===== config.mk =====
export PLATFORM = sky130hd
export DESIGN_NAME = debug_breakpoint_trace_unit
export DESIGN_NICKNAME = d
export VERILOG_FILES = /design/src/rtl/dbg_pkg.sv /design/src/rtl/debug_breakpoint_trace_unit.sv
export VERILOG_INCLUDE_DIRS = /design/src /design/src/rtl
export SDC_FILE = /design/constraint.sdc
export NUM_CORES = 1
export LEC_CHECK = 0
export BUFFER_PORTS_ARGS = -buffer_cell sky130_fd_sc_hd__buf_2
export CELL_PAD_IN_SITES_DETAIL_PLACEMENT = 0
export CELL_PAD_IN_SITES_GLOBAL_PLACEMENT = 2
export CORE_ASPECT_RATIO = 0.5
export CORE_MARGIN = 4
export CORE_UTILIZATION = 35
export CTS_BUF_LIST = sky130_fd_sc_hd__clkbuf_4 sky130_fd_sc_hd__clkbuf_8
export CTS_CLUSTER_DIAMETER = 200
export DETAILED_ROUTE_END_ITERATION = 12
export PLACE_DENSITY_LB_ADDON = 0.08
export RECOVER_POWER = 25
export SLEW_MARGIN = 5
export SYNTH_ARGS = -nofsm -noshare
export SYNTH_HDL_FRONTEND = slang
export SYNTH_SLANG_ARGS = --single-unit

===== constraint.sdc =====
create_clock -name sys_clk_i -period 8.45 [get_ports sys_clk_i]
set_clock_uncertainty 0.1 [all_clocks]
set_input_delay 1.69 -clock sys_clk_i [delete_from_list [all_inputs] [get_ports sys_clk_i]]
set_output_delay 1.69 -clock sys_clk_i [all_outputs]
set_load 0.03 [all_outputs]

===== src/rtl/dbg_regs.svh =====
// constants for the debug breakpoint and trace unit
`ifndef DBG_REGS_SVH
`define DBG_REGS_SVH
`define FIFO_DEPTH      4'h8
`define FIFO_CNT_RST    4'h0
`define COF_SKIP_CYC    2'h2
`define CNT_ONE         4'h1
`define ADDR_RST        16'h0000
`define DATA_RST        8'h00
`endif


===== src/rtl/dbg_pkg.sv =====
// types for the debug breakpoint and trace unit
package dbg_pkg;
    typedef enum logic [3:0] {
        TRG_A_ONLY, TRG_A_OR_B, TRG_A_THEN_B, TRG_EVENT_B, TRG_A_THEN_EVENT_B,
        TRG_A_AND_B_DATA, TRG_A_AND_NOT_B_DATA, TRG_INSIDE, TRG_OUTSIDE
    } trig_mode_t;

    // one cpu bus cycle as seen by the debug logic
    typedef struct packed {
        logic        valid;
        logic [15:0] addr;
        logic [7:0]  rdata;
        logic [7:0]  wdata;
        logic        is_read;
        logic        opcode_fetch;
        logic        debug_access;
    } cpu_bus_t;

    // change-of-flow report from the cpu
    typedef struct packed {
        logic        cond_branch_taken;
        logic        branch_always_instr;
        logic        branch_never_instr;
        logic        indirect_jump;
        logic        interrupt_or_return;
        logic [15:0] branch_addr;
        logic [15:0] dest_addr;
    } cof_t;

    // instruction queue: tag entry, execution of queue head
    typedef struct packed {
        logic        exec;
        logic [15:0] exec_addr;
        logic        exec_tag;
    } iq_t;

    typedef struct packed {
        logic        arm_write;
        logic        arm_value;
        logic        trace_enable;
        logic        break_enable;
        logic        tag_select;
        logic        begin_trace;
        trig_mode_t  mode;
        logic        opcode_tracking_select;
        logic        comp_a_direction_qualify;
        logic        comp_a_expected_direction;
        logic        comp_b_direction_qualify;
        logic        comp_b_expected_direction;
        logic [15:0] comp_a_value;
        logic [15:0] comp_b_value;
    } trace_cfg_t;
endpackage : dbg_pkg


===== src/rtl/debug_breakpoint_trace_unit.sv =====
// debug breakpoint comparator, trigger logic and eight-entry capture fifo
// Functional notes
// - simple breakpoint compares each address to match
// - forced: any access breaks at next boundary
// - tagged: mark opcode, break if it executes
// - simple breakpoint idle while enable is zero
// - force select one forced, zero tagged
// - eight-entry fifo of address or data
// - comparators A and B with direction qualify
// - opcode tracking triggers only on execution, except in data and range modes
// - magnitude compares for inside and outside range
// - comparators muted during debug controller accesses
// - A on address, B address or data
// - write data when qualify one, direction write
// - match breaks, stores data, starts or stops capture
// - manual halt shifts contents, host dummy reads
// - high then low read, low read shifts
// - event modes store bytes, low reads only
// - skip change-of-flow at trigger and two cycles
// - end trace stores change-of-flow trigger last
// - disarmed low read pushes last opcode address
// - taken conditional branch stores branch address
// - indirect jump, call, interrupt, return store destination
// - tag request travels with opcode in queue
// - arm write sets flag, clears flags, count
// - begin run ends full, end run on trigger
`timescale 1ns/1ps
`include "dbg_regs.svh"
module debug_breakpoint_trace_unit
    import dbg_pkg::*;
#(
    parameter int DEPTH = 8
) (
    input  wire logic        sys_clk_i,
    input  wire logic        sys_rst_i,
    input  wire cpu_bus_t    bus_i,
    input  wire cof_t        cof_i,
    input  wire iq_t         iq_i,
    input  wire logic [15:0] last_opcode_addr_i,
    input  wire logic        simple_break_enable_i,
    input  wire logic        force_select_i,
    input  wire logic [15:0] simple_break_match_value_i,
    input  wire trace_cfg_t  cfg_i,
    input  wire logic        fifo_high_read_i,
    input  wire logic        fifo_low_read_i,
    output logic             force_break_o,
    output logic             tag_break_o,
    output logic [7:0]       fifo_high_byte_o,
    output logic [7:0]       fifo_low_byte_o,
    output logic [3:0]       fifo_valid_count_o,
    output logic             capture_run_active_flag_o,
    output logic             comp_a_flag_o,
    output logic             comp_b_flag_o
);
    typedef struct packed {
        logic [DEPTH-1:0][15:0] mem;
        logic [3:0]             cnt;
        logic                   armed;
        logic                   a_flag;
        logic                   b_flag;
        logic                   a_seen;
        logic                   capturing;
        logic [1:0]             skip;
        logic                   force_brk;
        logic                   tag_brk;
        logic [7:0]             high_byte;
        logic [7:0]             low_byte;
    } state_t;

    state_t s_q, s_d;

    logic        a_eq, b_eq, a_ge, b_le, a_dir_ok, b_dir_ok, dir_ok_a, dir_ok_b;
    logic [7:0]  b_data;
    logic        comp_en, raw_a, raw_b, data_eq, hit_a, hit_b;
    logic        trig, event_mode, is_cof, push;
    logic [15:0] cof_addr, push_val;
    logic        simple_hit;
    logic        stop_shift;

    // comparator front end, muted on debugger cycles
    always_comb begin
        comp_en  = bus_i.valid && !bus_i.debug_access;
        a_eq     = bus_i.addr == cfg_i.comp_a_value;
        b_eq     = bus_i.addr == cfg_i.comp_b_value;
        a_ge     = bus_i.addr >= cfg_i.comp_a_value;
        b_le     = bus_i.addr <= cfg_i.comp_b_value;
        // write bus only when qualified as a write
        b_data   = (cfg_i.comp_a_direction_qualify && !cfg_i.comp_a_expected_direction)
                   ? bus_i.wdata : bus_i.rdata;
        data_eq  = b_data == cfg_i.comp_b_value[7:0];
        dir_ok_a = !cfg_i.comp_a_direction_qualify
                   || (bus_i.is_read == cfg_i.comp_a_expected_direction);
        dir_ok_b = !cfg_i.comp_b_direction_qualify
                   || (bus_i.is_read == cfg_i.comp_b_expected_direction);
        a_dir_ok = comp_en && dir_ok_a;
        b_dir_ok = comp_en && dir_ok_b;
        raw_a    = a_dir_ok && a_eq;
        raw_b    = b_dir_ok && b_eq;
    end

    // opcode tracking: one select for both comparators, fires on execution of queue head
    always_comb begin
        if (cfg_i.opcode_tracking_select) begin
            hit_a = iq_i.exec && iq_i.exec_addr == cfg_i.comp_a_value;
            hit_b = iq_i.exec && iq_i.exec_addr == cfg_i.comp_b_value;
        end else begin
            hit_a = raw_a;
            hit_b = raw_b;
        end
    end

    // trigger decode per mode
    always_comb begin
        event_mode = (cfg_i.mode == TRG_EVENT_B) || (cfg_i.mode == TRG_A_THEN_EVENT_B);
        unique case (cfg_i.mode)
            TRG_A_ONLY:           trig = hit_a;
            TRG_A_OR_B:           trig = hit_a || hit_b;
            TRG_A_THEN_B:         trig = s_q.a_seen && hit_b;
            TRG_EVENT_B:          trig = hit_b;
            TRG_A_THEN_EVENT_B:   trig = s_q.a_seen && hit_b;
            TRG_A_AND_B_DATA:     trig = raw_a && data_eq;
            TRG_A_AND_NOT_B_DATA: trig = raw_a && !data_eq;
            TRG_INSIDE:           trig = a_dir_ok && a_ge && b_le;
            TRG_OUTSIDE:          trig = a_dir_ok && !(a_ge && b_le);
            default:              trig = 1'b0;
        endcase
        trig = trig && cfg_i.trace_enable;
    end

    // change-of-flow source; unconditional branches never recorded
    always_comb begin
        is_cof   = 1'b0;
        cof_addr = `ADDR_RST;
        if (cof_i.cond_branch_taken && !cof_i.branch_always_instr
            && !cof_i.branch_never_instr) begin
            is_cof   = 1'b1;
            cof_addr = cof_i.branch_addr;
        end else if (cof_i.indirect_jump || cof_i.interrupt_or_return) begin
            is_cof   = 1'b1;
            cof_addr = cof_i.dest_addr;
        end
    end

    assign simple_hit = simple_break_enable_i && comp_en
                        && bus_i.addr == simple_break_match_value_i;

    // next state
    always_comb begin
        s_d       = s_q;
        push      = 1'b0;
        push_val  = `ADDR_RST;
        s_d.force_brk = 1'b0;
        s_d.tag_brk   = 1'b0;

        // simple breakpoint, disabled while enable is low
        if (simple_hit) begin
            if (force_select_i) begin
                s_d.force_brk = 1'b1;
            end else if (bus_i.opcode_fetch) begin
                s_d.tag_brk = 1'b1;
            end
        end
        // trace unit breakpoint; full modes tag on the A address only
        if (cfg_i.break_enable && s_q.armed) begin
            if (cfg_i.tag_select) begin
                if ((cfg_i.mode == TRG_A_AND_B_DATA || cfg_i.mode == TRG_A_AND_NOT_B_DATA)
                    ? raw_a : trig)
                    s_d.tag_brk = 1'b1;
            end else if (trig) begin
                s_d.force_brk = 1'b1;
            end
        end

        if (s_q.armed) begin
            if (hit_a)
                s_d.a_seen = 1'b1;
            if (hit_a)
                s_d.a_flag = 1'b1;
            if (hit_b)
                s_d.b_flag = 1'b1;
            if (s_q.skip != 2'h0)
                s_d.skip = s_q.skip - 2'h1;
            if (event_mode) begin
                // byte capture on each trigger, begin type always
                if (trig) begin
                    push     = 1'b1;
                    push_val = {`DATA_RST, b_data};
                end
            end else if (cfg_i.begin_trace) begin
                if (s_q.capturing && s_q.skip == 2'h0 && is_cof) begin
                    push     = 1'b1;
                    push_val = cof_addr;
                end
                if (!s_q.capturing && trig) begin
                    s_d.capturing = 1'b1;
                    s_d.skip      = `COF_SKIP_CYC;
                end
            end else begin
                // end trace: circular capture until the trigger
                if (is_cof) begin
                    push     = 1'b1;
                    push_val = cof_addr;
                end
                if (trig)
                    s_d.armed = 1'b0;
            end
        end else if (fifo_low_read_i) begin
            push     = 1'b1;
            push_val = last_opcode_addr_i;
        end

        // manual stop before full drops the head once; host then needs one dummy read fewer
        stop_shift = cfg_i.arm_write && !cfg_i.arm_value && s_q.armed
                     && s_q.cnt != `FIFO_DEPTH;
        // low byte read shifts the fifo; a push shifts in at the tail
        if (fifo_low_read_i || push || stop_shift) begin
            for (int i = 0; i < DEPTH - 1; i++)
                s_d.mem[i] = s_q.mem[i+1];
            s_d.mem[DEPTH-1] = push ? push_val : `ADDR_RST;
        end
        if (push && s_q.armed) begin
            if (s_q.cnt != `FIFO_DEPTH)
                s_d.cnt = s_q.cnt + `CNT_ONE;
            if ((event_mode || cfg_i.begin_trace) && s_q.cnt == `FIFO_DEPTH - `CNT_ONE)
                s_d.armed = 1'b0;
        end
        // data port shows the head of the fifo
        s_d.high_byte = s_d.mem[0][15:8];
        s_d.low_byte  = s_d.mem[0][7:0];

        // arm and manual stop; arming wins over the rest of the cycle, except that a low trace_enable still clears armed
        if (cfg_i.arm_write) begin
            if (cfg_i.arm_value) begin
                s_d.armed     = 1'b1;
                s_d.a_flag    = 1'b0;
                s_d.b_flag    = 1'b0;
                s_d.cnt       = `FIFO_CNT_RST;
                s_d.a_seen    = 1'b0;
                s_d.capturing = 1'b0;
                s_d.skip      = 2'h0;
            end else begin
                s_d.armed = 1'b0;
            end
        end
        if (!cfg_i.trace_enable)
            s_d.armed = 1'b0;
    end

    // state register
    always_ff @(posedge sys_clk_i) begin
        if (sys_rst_i) begin
            s_q <= '0;
        end else begin
            s_q <= s_d;
        end
    end

    assign force_break_o             = s_q.force_brk;
    assign tag_break_o               = s_q.tag_brk;
    assign fifo_high_byte_o          = s_q.high_byte;
    assign fifo_low_byte_o           = s_q.low_byte;
    assign fifo_valid_count_o        = s_q.cnt;
    assign capture_run_active_flag_o = s_q.armed;
    assign comp_a_flag_o             = s_q.a_flag;
    assign comp_b_flag_o             = s_q.b_flag;
endmodule : debug_breakpoint_trace_unit


# After elaboration in Yosys (flattened, before gate mapping)
# Cells that the tools add are included.
# W data, S select, Z words.
[word_totals]
ff_bits = 157
latchBits = 0
mem_count = 0
ramBits = 0
mem_bits_ro = 0
output_inout_bits = 25
[op_classes]
addsub = 2
div_mod_pow = 0
multipliers = 0
magnitude_cmp = 2
bitwise_logic = 1
n_reduce_logical = 53
mux = 52
n_eq_ne = 18
shifts = 0
[op_table]
columns = ["cell", "count"]
rows = [
  ["$mux W16", 10],
  ["$eq A16 B16 Y1", 5],
  ["$logic_and A1 B1 Y1", 29],
  ["$mux W1", 27],
  ["$eq A4 B3 Y1 const B", 5],
  ["$ge A16 B16 Y1", 1],
  ["$le A16 B16 Y1", 1],
  ["$mux W8", 2],
  ["$mux W11", 1],
  ["$logic_not A1 Y1", 10],
  ["$logic_or A1 B1 Y1", 9],
  ["$mux W3", 3],
  ["$eq A4 B2 Y1 const B", 2],
  ["$eq A8 B8 Y1", 1],
  ["$mux W4", 2],
  ["$pmux W1 S8", 1],
  ["$mux W7", 1],
  ["$mux W2", 3],
  ["$mux W6", 1],
  ["$mux W5", 1],
  ["$add A4 B1 Y4 const B", 1],
  ["$eq A4 B1 Y1 const B", 1],
  ["$eq A4 B4 Y1 const B", 1],
  ["$logic_not A4 Y1", 1],
  ["7 further kinds", 9],
]

# Depth between registers and ports, before layout
# Gate-level depths: netlist (run 1).
[logic_depth]
word_depth = 17
mapped_depth = 13
ltp_nobuf = 11

# Worst setup path after synthesis (run 1)
# Ideal clock, no wire load.
[synth_timing]
path_kind = "input port to flip-flop"
startpoint = "in cfg_i[31] in the netlist's numbering"
endpoint = "reg s_q[149] in the netlist's numbering"
t_arrival_ns = 3.944
path_stages = 13
required_ns = 8.222
path_slack_ns = 4.278
path_cell_list = "inv_1 > ha_1 > nand4_1 > nor4_1 > nand3_1 > nor4_1 > o41ai_1 > a21oi_2 > nor3_4 > buf_12 > buf_12 > a221oi_2 > nor2_1"
[synth_via]
elab_chain_len = 11
word_cells_on_any_way = 22
[synth_lines]
columns = ["item", "line_no", "rtl"]
rows = [
  ["start: declaration", "debug_breakpoint_trace_unit.sv:43", "input wire trace_cfg_t cfg_i,"],
  ["$ge A16 B16 Y1 (tied with other cells)", "debug_breakpoint_trace_unit.sv:85", "a_ge = bus_i.addr >= cfg_i.comp_a_value;"],
  ["$logic_and A1 B1 Y1, on equally long branches", "debug_breakpoint_trace_unit.sv:124, debug_breakpoint_trace_unit.sv:97, debug_breakpoint_trace_unit.sv:104", ""],
  ["$logic_not A1 Y1 or $mux W1 (tied branches)", "debug_breakpoint_trace_unit.sv:124, debug_breakpoint_trace_unit.sv:103", ""],
  ["$logic_and A1 B1 Y1 or $logic_or A1 B1 Y1 (tied branches)", "debug_breakpoint_trace_unit.sv:124, debug_breakpoint_trace_unit.sv:117", ""],
  ["$pmux W1 S8 *", "debug_breakpoint_trace_unit.sv:115", "unique case (cfg_i.mode)"],
  ["$logic_and A1 B1 Y1 *", "debug_breakpoint_trace_unit.sv:127", "trig = trig && cfg_i.trace_enable;"],
  ["$mux W1 *", "debug_breakpoint_trace_unit.sv:185", "if (trig) begin"],
  ["$mux W1 *", "debug_breakpoint_trace_unit.sv:183", "if (event_mode) begin"],
  ["$mux W1 *", "debug_breakpoint_trace_unit.sv:174", "if (s_q.armed) begin"],
  ["$logic_or A1 B1 Y1 (2 in series)", "debug_breakpoint_trace_unit.sv:216", "if (fifo_low_read_i || push || stop_shift) begin"],
  ["end signal: assignment", "debug_breakpoint_trace_unit.sv:252", "s_q <= '0;"],
  ["end signal: assignment", "debug_breakpoint_trace_unit.sv:254", "s_q <= s_d;"],
  ["end: declaration", "debug_breakpoint_trace_unit.sv:70", "state_t s_q, s_d;"],
]
# Mark *: on every way between the ends. The rest lies on a longest branch, timed or not.
# A chain may end at the register's enable or synchronous reset.

# Final worst setup path (run 1)
[layout_timing]
startpoint = "in cfg_i[31] in the netlist's numbering"
endpoint = "reg s_q[73] in the netlist's numbering"
[layout_via]
elab_chain_len = 11
word_cells_on_any_way = 21
[layout_lines]
columns = ["item", "line_no"]
rows = [
  ["$ge A16 B16 Y1 (tied with other cells)", "debug_breakpoint_trace_unit.sv:85"],
  ["$logic_and A1 B1 Y1, on equally long branches", "debug_breakpoint_trace_unit.sv:124, debug_breakpoint_trace_unit.sv:97, debug_breakpoint_trace_unit.sv:104"],
  ["$logic_not A1 Y1 or $mux W1 (tied branches)", "debug_breakpoint_trace_unit.sv:124, debug_breakpoint_trace_unit.sv:103"],
  ["$logic_and A1 B1 Y1 or $logic_or A1 B1 Y1 (tied branches)", "debug_breakpoint_trace_unit.sv:124, debug_breakpoint_trace_unit.sv:117"],
  ["$pmux W1 S8 *", "debug_breakpoint_trace_unit.sv:115"],
  ["$logic_and A1 B1 Y1 *", "debug_breakpoint_trace_unit.sv:127"],
  ["$mux W1 *", "debug_breakpoint_trace_unit.sv:185"],
  ["$mux W1 *", "debug_breakpoint_trace_unit.sv:183"],
  ["$mux W1 *", "debug_breakpoint_trace_unit.sv:174"],
  ["$logic_or A1 B1 Y1 * (2 in series)", "debug_breakpoint_trace_unit.sv:216"],
]
# Marks and branches as above.

==> out/metrics.yaml, run 1 <==
route.detailed.wl_per_inst_um: 16.4
synth_edf_count: 0
r2r_cells: 10
gr-total-overflow: 0
synth-seq-area-share_pct: 36.8
ys_ff_latch: 141
routed_wl_um: 21400
cts_root_buffer: "clkbuf_8"
drive_gt1_share_pct: 21.2
gp_congestion: 0.894
die_x_um: 217
ant_nets: 0
worstSetupStartpoint: "cfg_i[31]"
initial_core_util_pct: 36.5
yosys_warnings: 0
die-height_um: 113
outcome: "finished clean"
powerDensity_nw_per_um2: 158
maxCapViolations: 0
synth_area_per_cell_um2: 9.13
p_total_mw: 1.41
grt_first_pass_wirelength_um: 33700
cp-end-kind: "register"
cp_max_fo: 110
clock_sinks: 141
start_kind: "input port"
finalCritPeriodShare_pct: 65.3
cp.arrival_ns: 5.70
io_pins: 201
grt_max_degree: 111
first_pass_iters: 5
period_minus_slack_ns: 5.52
synthesis.instances: 841
antenna_found_initial: 10
place_inst: 1275
synthDistinctLibCells: 51
whs_path_depth: 2
port_buffers: 198
drc_errors: 0
layout_commonest_cell: "buf_2"
die_area_um2: 24500
required_ns: 8.63
setup_viol: 0
rows: 37
rsz0062_at_grt: "false"
critPathMostFrequentCell: "nor4_1"
cts_made_buffers: 17
ir_drop_v: 0.0000848
async_flop_share_pct: 0
cpPeakStageDelay_ns: 0.85
cts_setup_buffers: 0
max_clock_freq_ghz: 0.181
r2r_start: "s_q[21]"
slew-limit-headroom_pct: 23.8
crit_chain: "clkbuf_1, inv_1, ha_1, nand4_1, nor4_1, nand3_1, nor4_1, o41ai_1, a21oi_1, nor3_4, buf_12, mux2i_1, nor2_1"
min_from: "comp_b_flag_o"
cts-resized-gates: 0
syn2layout_area_growth_pct: 15.7
cts-htree-levels: 4
cts_tree: "done"
design.core.area_um2: 21100
cts_hold_buf: 0
cpMaxStageDelayCell: "nor3_4"
worstHoldPathType: "register to register"
layout_common_cells: "170 x buf_2, 158 x nor2_1, 141 x dfxtp_1"
dp.final_hpwl_um: 16900
grt_pass1_vias: 6361
hold_violations: 0
finalNetCount: 1212
leakage_nw: 4.02
syn-cell-area_um2: 7680
layout.cells.non_filler: 1308
synth_fp_nets: 1051
tightest_slew_ns: 1.14
slew_violations: 0
synth_ff_type: "dfxtp_1"
clkTransAtPathRegs_ns: 0.09
grt_usage_pct: 17.4
hold_slack_ns: 0.360
crit_type: "input port to register"
cts_buffer_depth: 2
vias: 6244
vias_per_cell: 4.77
dr.first_iter.drc_count: 314
clock_latency_ns: 0.44
setup_tns_ns: 0
==> logic make-up (layout without fill, tap and decap cells) <==
group,Yosys count,count (layout),share of synthesized area [%]
and+or+nand+nor,280,280,16.3
DFF,141,141,36.8
muxes,129,129,16.8
buffers and inverters,97,269,8.44
AOI/OAI and AO/OA,92,92,8.37
xor gates and xnor gates,68,68,7.75
adders and majority gates,34,34,5.54
other,0,3,0
==> cell type report <==
cell class / instances / area, µm²
tap: 292 / 365
multi-input combinational: 603 / 4190
clock buffer: 19 / 255
inverter: 38 / 143
antenna: 3 / 7.51
timing repair buffer: 201 / 995
clock inverter: 11 / 114
fill: 2177 / 12200
sequential: 141 / 2820
==> power by group <==
group	internal, mW	total [mW]	switching (mW)
Sequential	0.674	0.681	0.00708
Clock	0.245	0.511	0.265
Combinational	0.0954	0.215	0.119
Total	1.01	1.41	0.392
==> synthesized netlist by cell type, types with 5 or more instances <==
cell type / count / area share [%]
nor2_1: 158 / 7.7
dfxtp_1: 141 / 37
mux2i_1: 129 / 17
xor2_1: 43 / 4.9
nand2_1: 42 / 2.1
inv_1: 38 / 1.9
a21oi_1: 34 / 2.2
ha_1: 34 / 5.5
xnor2_1: 25 / 2.9
clkbuf_1: 21 / 1.0
buf_4: 20 / 2.0
nand3_1: 19 / 1.2
o21ai_0: 18 / 1.2
nor4_1: 15 / 1.2
nand4_1: 12 / 0.98
buf_12: 11 / 2.9
a221oi_1: 8 / 0.91
a221oi_2: 7 / 1.4
nand2b_1: 6 / 0.49
nor3_1: 6 / 0.39
nor2b_1: 5 / 0.41
==> routing by layer <==
layer,track usage (%),share of wire [%],vias to the layer above
li1,-,-,3213
met4,4.87,1.8,14
met2,28.3,45,161
met1,21.6,45,2818
met3,6.92,7.9,38
met5,0,0.46,-
==> through the flow <==
step / area [µm²] / setup WS, ns / utilization, %
global placement: 8570 / 2.64 / 40.7
CTS: 8940 / 3.11 / 42.4
floorplan: 7680 / 4.28 / -
global route: 8880 / 2.66 / 42.2
detailed placement: 8570 / 2.64 / 40.7
finish: 8890 / 2.93 / 42.2
==> registers in the layout, summed over array words and instances, names as in the netlist <==
signal and count:
fifo_valid_count_o 4, tag_break_o 1, s_q 132, force_break_o 1, comp_b_flag_o 1, capture_run_active_flag_o 1, comp_a_flag_o 1
==> worst paths after layout <==
| kind | slack, ns | to |
|---|---|---|
| worst max register to register | 4.53 | s_q[73] |
| worst max-delay path | 2.93 | s_q[73] |
| worst min register to register | 0.36 | comp_b_flag_o |
| worst min-delay path | 0.36 | comp_b_flag_o |
==> critical path: cells and delay by family <==
family	cells	cell delay, ns
AND/OR/NAND/NOR	6	1.50
AO/OA/AOI/OAI	2	0.96
buffers and inverters	3	0.80
adder cells (fa/ha/maj)	1	0.30
multiplexers	1	0.26
Note: power is estimated with default switching activity, not from simulation.
==> run 2, diff against run 1 <==
--- a/config.mk
+++ b/config.mk
@@ -6,12 +6,13 @@
 export SDC_FILE = /design/constraint.sdc
 export NUM_CORES = 1
 export LEC_CHECK = 0
+export ABC_AREA = 1
 export BUFFER_PORTS_ARGS = -buffer_cell sky130_fd_sc_hd__buf_2
 export CELL_PAD_IN_SITES_DETAIL_PLACEMENT = 0
 export CELL_PAD_IN_SITES_GLOBAL_PLACEMENT = 2
 export CORE_ASPECT_RATIO = 0.5
 export CORE_MARGIN = 4
-export CORE_UTILIZATION = 35
+export CORE_UTILIZATION = 29
 export CTS_BUF_LIST = sky130_fd_sc_hd__clkbuf_4 sky130_fd_sc_hd__clkbuf_8
 export CTS_CLUSTER_DIAMETER = 200
 export DETAILED_ROUTE_END_ITERATION = 12
==> constraint.sdc (replaced) <==
create_clock -name sys_clk_i -period 5.45 [get_ports sys_clk_i]
set_clock_uncertainty 0.1 [all_clocks]
set_input_delay 1.09 -clock sys_clk_i [delete_from_list [all_inputs] [get_ports sys_clk_i]]
set_output_delay 1.09 -clock sys_clk_i [all_outputs]
set_load 0.03 [all_outputs]
==> run 2 against run 1 <==
Synthesized cell count is 67% higher. Highest routed layer unchanged. Clock power is 67% higher. Largest power group unchanged. Critical path depth is 7 higher. Via count is 35% higher. Count of clock-buffer cells in the layout is 1 higher. Design area is 13% higher.
==> out/metrics.yaml, run 2 <==
outcome: "finished clean"
n_fill_cell: 3369
r2r_start: "capture_run_active_flag_o"
hold_slack_ns: 0.362
worstHoldPathType: "register to register"
die-height_um: 129
cts_root_buffer: "clkbuf_8"
cpMaxStageDelayCell: "clkbuf_1"
cpPeakStageDelay_ns: 0.43
stdcell_area_um2: 10000
yosys_warnings: 0
rsz0062_at_grt: "false"
ir_drop_v: 0.000126
yosysTopAreaCell: "dfxtp_1"
cp.depth: 20
cts_setup_buffers: 0
syn-cell-area_um2: 8540
synth_area_per_cell_um2: 6.08
synth_compound_area_share_pct: 8.29
finalNetCount: 1764
clkTransAtPathRegs_ns: 0.09
rows: 44
gr-total-overflow: 0
start_kind: "input port"
ant_nets: 0
route.detailed.wl_per_inst_um: 12.8
period_minus_slack_ns: 4.31
r2r_cells: 8
first_pass_iters: 4
synth_top_family_by_area: "simple AND/OR/NAND/NOR gates"
synth-seq-area-share_pct: 33.0
routed_wl_um: 25100
dp.final_hpwl_um: 19700
yosysMostFrequentCell: "nand2_1"
grt_first_pass_wirelength_um: 40200
synth_edf_count: 0
cts_hold_buf: 0
gp_congestion: 0.848
yosys-top-cells-count: "418 x nand2_1, 287 x nor2_1, 221 x inv_1, 141 x dfxtp_1, 51 x a21oi_1"
critPathTopFamily: "simple AND/OR/NAND/NOR gates"
crit_type: "input port to register"
port_buffers: 198
grt_usage_pct: 15.3
min_from: "comp_a_flag_o"
yosys.area_share.simple_pct: 37.2
cts_buffer_depth: 2
powerDensity_nw_per_um2: 246
die_x_um: 251
design.core.area_um2: 29000
slew_violations: 0
r2r-end: "s_q[140]"
gr-usage-met1_pct: 17.5
synthMuxAreaShare_pct: 0
clock_sinks: 141
cp_max_fo: 137
drc_errors: 0
initial_core_util_pct: 29.4
r2r_slack_ns: 2.52
slew-limit-headroom_pct: 30.3
maxCapViolations: 0
dr.first_iter.drc_count: 368
vias: 8433
cp-end-kind: "register"
synthesis.instances: 1406
finalCritPeriodShare_pct: 79.1
max_clock_freq_ghz: 0.232
worstSetupStartpoint: "cfg_i[1]"
setup_viol: 0
synth_area_leaders: "dfxtp_1 33%, nand2_1 18%, nor2_1 13%, inv_1 9.7%, ha_1 5.0%"
required_ns: 5.68
cts-htree-levels: 4
whs_path_depth: 2
post-place-ws_ns: 1.13
async_flop_share_pct: 0
grt_pass1_vias: 8144
largest_reg_flops: 132
synth_top_cell_area_share_pct: 33.0
synth_ff_type: "dfxtp_1"
holdPathEnd: "comp_a_flag_o"
grt_busiest_layer: "met2"
leakage_nw: 5.27
layout_commonest_cell: "nand2_1"
dpl_cell_area_um2: 9630
layout_common_cells: "418 x nand2_1, 287 x nor2_1, 221 x inv_1"
synth_fp_nets: 1616
grt_max_degree: 138
vias_per_cell: 4.30
critPathMostFrequentCell: "nand2_1"
tightest_slew_ns: 1.05
setup_tns_ns: 0
met2_usage_pct: 27.7
cts-resized-gates: 0
ys_ff_latch: 141
synth_xor_area_share_pct: 1.33
cts_tree: "done"
cp.arrival_ns: 4.54
die_area_um2: 32400
grtUsageMet3_pct: 4.53
crit_chain: "clkbuf_1, inv_1, ha_1, nand2_1, nor2_1, nand2_1, nor3b_1, nand3_1, nand2_1, nand2_1, nand2_1, nor2_1, nand2_1, clkbuf_1, nand3_4, nand3_4, buf_12, nand2_1, nand2_1, nor2_1"
crit_buf_inv: 4
largest_register: "s_q"
clock_latency_ns: 0.44
cts_made_buffers: 17
synth_fa_ha_area_share_pct: 4.98
io_pins: 201
drive_gt1_share_pct: 14.0
synthDistinctLibCells: 37
hold_violations: 0
antenna_found_initial: 11
syn2layout_area_growth_pct: 17.2
finalWorstSetupSlack_ns: 1.14
-- run 2: worst max path at each step --
stage	end	slack, ns
5_1_grt	s_q[116]	0.71
3_5_place_dp	s_q[140]	1.13
2_1_floorplan	s_q[108]	2.32
6_report	s_q[140]	1.14
4_1_cts	s_q[140]	1.61
3_3_place_gp	s_q[40]	1.17
-- run 2: cells by family after synthesis --
| family | after synthesis |
|---|---|
| adder cells (fa/ha/maj) | 34 |
| AO/OA/AOI/OAI | 127 |
| buffers and inverters | 298 |
| flip-flops | 141 |
| AND/OR/NAND/NOR | 793 |
| XOR/XNOR | 13 |
-- run 2: final cells by class --
type	instances	area [µm²]	share of cell area, %
diodes	4	10.0	0.100
flip-flops and latches	141	2820	28.2
clock buffers	20	269	2.69
repair buffers	204	1020	10.2
inverters	223	838	8.38
multi-input cells	967	4420	44.2
clock inverters	12	135	1.35
well taps	391	489	4.89
-- run 2: metrics by stage --
| stage | utilization (%) | cells | power [mW] |
|---|---|---|---|
| 3_5_place_dp | 33.2 | 1926 | 1.65 |
| 4_1_cts | 34.6 | 1958 | 2.52 |
| 2_1_floorplan | - | 1406 | 1.49 |
| 6_report | 34.5 | 1962 | 2.46 |
| 5_1_grt | 34.5 | 1962 | 2.64 |
| 3_3_place_gp | 33.2 | 1926 | 1.64 |
-- run 2: worst reg2reg max path, delay by kind of cell, from the launching register on --
family        cells  cell delay, ns
simple gates      6            1.45
buf+inv           2            0.66
flops             1            0.59
-- run 2: layer usage --
metal | part of all wire [%] | vias up | wire length (µm)
li1 | - | 4560 | -
met1 | 44 | 3665 | 11100
met2 | 48 | 149 | 12100
met3 | 4.9 | 45 | 1220
met4 | 2.4 | 14 | 592
met5 | 0.39 | - | 99
-- run 2: report_power, final --
group	internal, mW	switching [mW]
logic	0.180	0.299
registers	1.10	0.0324
clock network	0.440	0.411
total	1.72	0.743
